File: config.mk
export PLATFORM = sky130hd
export DESIGN_NAME = prhg_gate
export DESIGN_NICKNAME = d
export VERILOG_FILES = /design/src/core/prhg_pkg.sv /design/src/core/prhg_gate.sv
export SDC_FILE = /design/constraint.sdc
export NUM_CORES = 1
export LEC_CHECK = 0
export BUFFER_PORTS_ARGS = -buffer_cell sky130_fd_sc_hd__buf_2
export CAP_MARGIN = 20
export CORE_AREA = 4 4 138 127
export DETAILED_ROUTE_END_ITERATION = 10
export DIE_AREA = 0 0 142 131
export PLACE_DENSITY = 0.37
export SLEW_MARGIN = 0
export SYNTH_ARGS = -nofsm -noshare
export SYNTH_HDL_FRONTEND = slang
export SYNTH_SLANG_ARGS = --single-unit
File: constraint.sdc
create_clock -name clk -period 7.9 [get_ports clk]
set_clock_uncertainty 0.2 [all_clocks]
set_input_delay 0.395 -clock clk [delete_from_list [all_inputs] [get_ports clk]]
set_output_delay 0.395 -clock clk [all_outputs]
set_load 0.05 [all_outputs]
File: src/core/prhg_pkg.sv
// Notes on behaviour
// - at start, test source for total failure; if failed, never release words
// - after a total failure in operation, drop words using later raw bits
// - run statistical online test at start-up and during operation, flag defects
// - hold output blocked until power-up test passes; block again on defect
// - online test runs continuously, catching weaknesses within a bounded window
// - words released are 8 or 16 bits wide
// - internal bits must carry Shannon entropy above 0.997 per bit
// - a continuous test on generated words besides the source failure test
package prhg_pkg;
	// total failure: this many equal raw bits in a row
	localparam int unsigned STUCK_LIMIT    = 32;
	// online test window and tolerated ones count band (monobit style)
	localparam int unsigned WIN_LEN        = 1024;
	localparam int unsigned ONES_LOW       = 448;
	localparam int unsigned ONES_HIGH      = 576;
	localparam int unsigned WORD_W         = 16;
	localparam int unsigned CNT_W          = 11;
	// bits per word in each delivered format
	localparam int unsigned NARROW_BITS    = 8;
	localparam int unsigned WIDE_BITS      = 16;
	// failure cause codes
	localparam logic [1:0]  FAIL_NONE      = 2'h0;
	localparam logic [1:0]  FAIL_TOTAL     = 2'h1;
	localparam logic [1:0]  FAIL_ONLINE    = 2'h2;
	localparam logic [1:0]  FAIL_REPEAT    = 2'h3;

	typedef enum logic [1:0] {
		ST_STARTUP = 2'b00,
		ST_RUN     = 2'b01,
		ST_FAILED  = 2'b10
	} prhg_state_type;

	typedef struct packed {
		prhg_state_type     state;
		logic               last_bit;
		logic [5:0]         run_len;
		logic [CNT_W-1:0]   win_cnt;
		logic [CNT_W-1:0]   ones_cnt;
		logic [WORD_W-1:0]  shift;
		logic [4:0]         nbits;
		logic [WORD_W-1:0]  prev_word;
		logic               have_prev;
		logic [WORD_W-1:0]  word_out;
		logic               valid_out;
		logic               fail_out;
		logic [1:0]         cause_out;
		logic               ready_out;
	} prhg_regs_type;

	// value after reset: gate closed, nothing flagged, start-up pending
	localparam prhg_regs_type REGS_RESET = '{
		state:     ST_STARTUP,
		last_bit:  1'b0,
		run_len:   6'h00,
		win_cnt:   11'h000,
		ones_cnt:  11'h000,
		shift:     16'h0000,
		nbits:     5'h00,
		prev_word: 16'h0000,
		have_prev: 1'b0,
		word_out:  16'h0000,
		valid_out: 1'b0,
		fail_out:  1'b0,
		cause_out: FAIL_NONE,
		ready_out: 1'b0
	};
endpackage : prhg_pkg

File: src/core/prhg_gate.sv
`timescale 1ns/100ps
`default_nettype none
module prhg_gate (
	// clock and reset
	input  wire logic                          clk,
	input  wire logic                          rstn,
	// raw entropy source
	input  wire logic                          raw_bit,
	input  wire logic                          raw_valid,
	// consumer side
	input  wire logic                          wide_mode,
	output logic [prhg_pkg::WORD_W-1:0]        rnd_word,
	output logic                               rnd_valid,
	output logic                               healthy,
	output logic                               fail_flag,
	output logic [1:0]                         fail_cause
);
	// thresholds cut to the width of the counters they meet
	localparam logic [5:0]  STUCK_N  = 6'(prhg_pkg::STUCK_LIMIT);
	localparam logic [10:0] WIN_LAST = 11'(prhg_pkg::WIN_LEN - 1);
	localparam logic [10:0] ONES_MIN = 11'(prhg_pkg::ONES_LOW);
	localparam logic [10:0] ONES_MAX = 11'(prhg_pkg::ONES_HIGH);
	localparam logic [4:0]  NARROW_N = 5'(prhg_pkg::NARROW_BITS);
	localparam logic [4:0]  WIDE_N   = 5'(prhg_pkg::WIDE_BITS);

	prhg_pkg::prhg_regs_type r_reg;
	prhg_pkg::prhg_regs_type r_next;

	// run of equal raw bits; it stops at the limit
	// so a stuck source can never wrap it back to a small value
	function automatic logic [5:0] next_run(
		logic [5:0] run_len,
		logic       last_bit,
		logic       bit_in
	);
		logic [5:0] res;
		res = 6'h01;
		if (bit_in == last_bit) begin
			if (run_len < STUCK_N) begin
				res = run_len + 6'h01;
			end else begin
				res = run_len;
			end
		end
		return res;
	endfunction : next_run

	// ones count after taking one more bit of the window
	function automatic logic [10:0] ones_next(
		logic [10:0] ones,
		logic        bit_in
	);
		logic [10:0] res;
		res = ones;
		if (bit_in) begin
			res = ones + 11'h001;
		end
		return res;
	endfunction : ones_next

	// ones count of a finished window outside the tolerated band
	function automatic logic band_bad(
		logic [10:0] ones
	);
		logic res;
		res = (ones < ONES_MIN) || (ones > ONES_MAX);
		return res;
	endfunction : band_bad

	// bits in one word of the selected format
	function automatic logic [4:0] word_len(
		logic wide
	);
		logic [4:0] res;
		res = wide ? WIDE_N : NARROW_N;
		return res;
	endfunction : word_len

	// word as delivered: narrow words sit in the low byte, upper byte zero
	function automatic logic [prhg_pkg::WORD_W-1:0] fit_width(
		logic [prhg_pkg::WORD_W-1:0] shifted,
		logic                        wide
	);
		logic [prhg_pkg::WORD_W-1:0] res;
		if (wide) begin
			res = shifted;
		end else begin
			res = {8'h00, shifted[7:0]};
		end
		return res;
	endfunction : fit_width

	// every failure ends the same way; only reset leaves this state
	function automatic prhg_pkg::prhg_regs_type enter_failed(
		prhg_pkg::prhg_regs_type cur,
		logic [1:0]              cause
	);
		prhg_pkg::prhg_regs_type res;
		res = cur;
		res.state = prhg_pkg::ST_FAILED;
		res.cause_out = cause;
		res.fail_out = 1'b1;
		res.ready_out = 1'b0;
		res.valid_out = 1'b0;
		return res;
	endfunction : enter_failed

	always_comb begin
		logic                        take;
		logic                        stuck;
		logic                        win_end;
		logic                        win_bad;
		logic                        word_done;
		logic [prhg_pkg::WORD_W-1:0] new_word;
		logic [prhg_pkg::WORD_W-1:0] cand_word;
		logic                        repeat_hit;
		take = 1'b0;
		stuck = 1'b0;
		win_end = 1'b0;
		win_bad = 1'b0;
		word_done = 1'b0;
		new_word = '0;
		cand_word = '0;
		repeat_hit = 1'b0;
		r_next = r_reg;
		r_next.valid_out = 1'b0;

		// a failed gate takes no more raw bits
		take = raw_valid && (r_reg.state != prhg_pkg::ST_FAILED);

		if (take) begin
			// total failure test, armed from the very first bit
			r_next.run_len = next_run(r_reg.run_len, r_reg.last_bit,
				raw_bit);
			r_next.last_bit = raw_bit;
			stuck = (r_next.run_len >= STUCK_N);

			// online test: fixed window, always armed, never on request
			r_next.win_cnt = r_reg.win_cnt + 11'h001;
			r_next.ones_cnt = ones_next(r_reg.ones_cnt, raw_bit);
			win_end = (r_reg.win_cnt == WIN_LAST);
			win_bad = band_bad(r_next.ones_cnt);
			if (win_end) begin
				r_next.win_cnt = '0;
				r_next.ones_cnt = '0;
			end

			// word assembly, first bit taken ends as the top bit
			new_word = {r_reg.shift[prhg_pkg::WORD_W-2:0], raw_bit};
			r_next.shift = new_word;
			r_next.nbits = r_reg.nbits + 5'h01;
			word_done = (r_next.nbits == word_len(wide_mode));
			if (word_done) begin
				r_next.nbits = '0;
			end
			cand_word = fit_width(new_word, wide_mode);

			// repeat test at the delivered width: the shifter still holds
			// bits of older words above a narrow one
			repeat_hit = r_reg.have_prev
				&& (cand_word == r_reg.prev_word);

			case (r_reg.state)
				prhg_pkg::ST_STARTUP: begin
					// no word leaves before the power-up window has passed
					if (stuck) begin
						r_next = enter_failed(r_next,
							prhg_pkg::FAIL_TOTAL);
					end else if (win_end && win_bad) begin
						r_next = enter_failed(r_next,
							prhg_pkg::FAIL_ONLINE);
					end else if (win_end) begin
						r_next.state = prhg_pkg::ST_RUN;
						r_next.ready_out = 1'b1;
						r_next.nbits = '0;
					end
				end
				prhg_pkg::ST_RUN: begin
					if (stuck) begin
						// the word in progress holds later bits: drop it
						r_next = enter_failed(r_next,
							prhg_pkg::FAIL_TOTAL);
					end else if (win_end && win_bad) begin
						r_next = enter_failed(r_next,
							prhg_pkg::FAIL_ONLINE);
					end else if (word_done && repeat_hit) begin
						r_next = enter_failed(r_next,
							prhg_pkg::FAIL_REPEAT);
					end else if (word_done) begin
						r_next.prev_word = cand_word;
						r_next.have_prev = 1'b1;
						r_next.word_out = cand_word;
						r_next.valid_out = 1'b1;
					end
				end
				default: begin
					// unknown code: shut the gate rather than guess
					r_next = enter_failed(r_next,
						prhg_pkg::FAIL_TOTAL);
				end
			endcase
		end
	end

	// failed state is left only by reset: no words after any failure
	always_ff @(posedge clk or negedge rstn) begin
		if (!rstn) begin
			r_reg <= prhg_pkg::REGS_RESET;
		end else begin
			r_reg <= r_next;
		end
	end

	// every output is a register field
	assign rnd_word = r_reg.word_out;
	assign rnd_valid = r_reg.valid_out;
	assign healthy = r_reg.ready_out;
	assign fail_flag = r_reg.fail_out;
	assign fail_cause = r_reg.cause_out;
endmodule : prhg_gate
`default_nettype wire

==> flow_summary.ini <==
[layout]
largest_register_ffs = 67
final_util_pct = 28.3
diodes = 0
final_layout_size_suffix_gt1_share_pct = 16.1
areaGrowthSynthToFinish_pct = 14.2
final_common_cell = nand2_1
fin_nets = 440
nFillCells = 1692
layout_common_cells = nand2_1, dfrtp_1, o21ai_0, buf_2, nor2_1

[logic_synthesis]
async_reset_ff_share_pct = 100
ys_ff_latch = 71
synth_edf_count = 0
ys_seq_area_share_pct = 44.8
synthDistinctLibCells = 58
synth.net_count = 438
syn_inst = 429
syn_area_um2 = 3970
synthFlopType = dfrtp_1
avgSynthCellArea_um2 = 9.25
yosysWarnings = 0

[setup_path]
crit_arrival_ns = 3.21
crit_type = reg2reg
start_kind = flip-flop
worst-path-max-fanout = 18
rr_endpoint = r_reg[32]
critPathCaptureType = flip-flop
worstPathRequired_ns = 7.92
r2r-start = r_reg[59]
r2r_setup_slack_ns = 4.71
r2r_cells = 8

[floorplanning]
fp.dieH_um = 131
die_w_um = 142
start_util_pct = 24.8
core_um2 = 16000
rows = 44
pin_count = 26
die_area_um2 = 18600

[timing]
tightest_slew_ns = 0.627
setup-tns-final_ns = 0
finalSetupViolations = 0
drv_slew = 0
fmax_mhz = 314
rsz0062_at_grt = false
min_period_ns = 3.19
slew-limit-headroom_pct = 57.8
min_period_over_period_pct = 40.3
final-hold-violation-count = 0

[global_route]
grt-ovfl-total = 0
grt_pass1_vias = 3010
grt_max_degree = 72
grt_first_pass_wirelength_mm = 16.3
antenna_found_initial = 0
grt_usage_pct = 11.3

[job]
maxCapViolations = 0

[route]
drtIter0Drc = 117
dr.pass1.iters = 4
vias = 2971
drt-total-wl_mm = 9.61
drc = 0
routedWlPerCell_um = 14.9
ant_nets = 0
vias_per_cell = 4.62

[pwr]
powerDensity_nw_per_um2 = 287
max-vdd-ir-drop_uv = 128
leakage_nw = 2.06

[place]
place_congestion = 0.830
port_buffers = 25
dp.final_hpwl_mm = 6.38

[clock_network]
clock_latency_ns = 0.34
cts_buffers = 9
cts_tree = done
cts_resized = 0
cts-root-buf = clkbuf_16
cts_buffer_depth = 2
clock-sinks = 71
clk_pin_slew_ns = 0.06
htree_levels = 3
cts_setup_buffers = 0

[hold_path]
hold_start = raw_bit
holdCritPathClass = in2reg
holdPathEnd = r_reg[43]
hold-path-cell-count = 3

[outcome]
run_status = completed
power breakdown:
group,leakage (nW),switching [W],internal (W)
sequential,0.916,0.000107,0.000438
clock,0.158,0.000161,0.000293
combinational,0.987,0.000183,0.000119
Yosys cell counts, types with 5 or more instances:
cell type	n	share of area (%)
a21oi_1	6	0.76
and3_1	10	1.6
buf_4	19	3.6
clkbuf_1	14	1.3
dfrtp_1	71	45
inv_1	9	0.85
mux2_2	10	2.8
mux2i_1	6	1.5
nand2_1	81	7.7
nand2b_1	6	0.95
nand3_1	11	1.4
nand4_1	13	2.0
nor2_1	23	2.2
nor2b_1	10	1.6
nor3_1	9	1.1
o21ai_0	37	4.7
or3_1	5	0.79
xnor2_1	12	2.6
xor2_1	17	3.8
layout make-up:
class / instances / area [um^2] / area share (%)
clock inverter: 5 / 80.1 / 1.77
sequential: 71 / 1780 / 39.2
clock buffer: 11 / 253 / 5.58
timing repair buffer: 30 / 188 / 4.14
multi-input combinational: 310 / 1940 / 42.8
inverter: 9 / 33.8 / 0.745
tap: 207 / 259 / 5.72
through the flow:
stage	cells	hold WS, ns	instance area [um^2]	power, W	setup slack (ns)
after global routing	643	0.234	4530	0.00140	4.41
after detailed placement	625	0.248	4160	0.000858	4.71
final	643	0.229	4530	0.00130	4.71
after CTS	641	0.0748	4490	0.00132	4.71
after floorplan	429	-0.101	3970	0.000763	5.04
after global placement	625	0.255	4160	0.000854	4.75
cells by family (layout without fill, tap and decap cells):
group	count (synthesis)	after routing	share of synthesized area, %
and+or+nand+nor	182	182	22.7
AOI/OAI and AO/OA	75	75	12.4
muxes	20	20	5.86
buffers and inverters	48	55	6.65
DFF	71	71	44.8
adders and majority gates	4	4	1.26
xor gates and xnor gates	29	29	6.40
worst max path at each step:
stage | start | to | slack [ns]
final | r_reg[59] | r_reg[32] | 4.71
after floorplan | r_reg[59] | r_reg[29] | 5.04
after global routing | r_reg[59] | r_reg[32] | 4.41
after CTS | r_reg[59] | r_reg[32] | 4.71
after detailed placement | raw_bit | r_reg[32] | 4.71
after global placement | raw_bit | r_reg[32] | 4.75
worst max-delay path, stage by stage, from the launching register on:
cell and delay, ns:
dfrtp_1 0.46, ha_1 0.30, nand2_1 0.16, nor3_1 0.40
xnor2_1 0.21, a2111oi_2 0.11, a221oi_2 0.43, nand3_4 0.37
mux2_4 0.40
per-layer routing:
metal	GRT usage, %	share of wire [%]
met3	3.57	4.3
met5	0	0
met1	15.1	49
met4	4.85	2.3
met2	16.8	44
repair_timing:
item	CTS	global route
setup endpoints to repair	0	0
endpoints found under the hold margin	0	18
hold buffers	0	1
(Power assumes the default switching activity.)
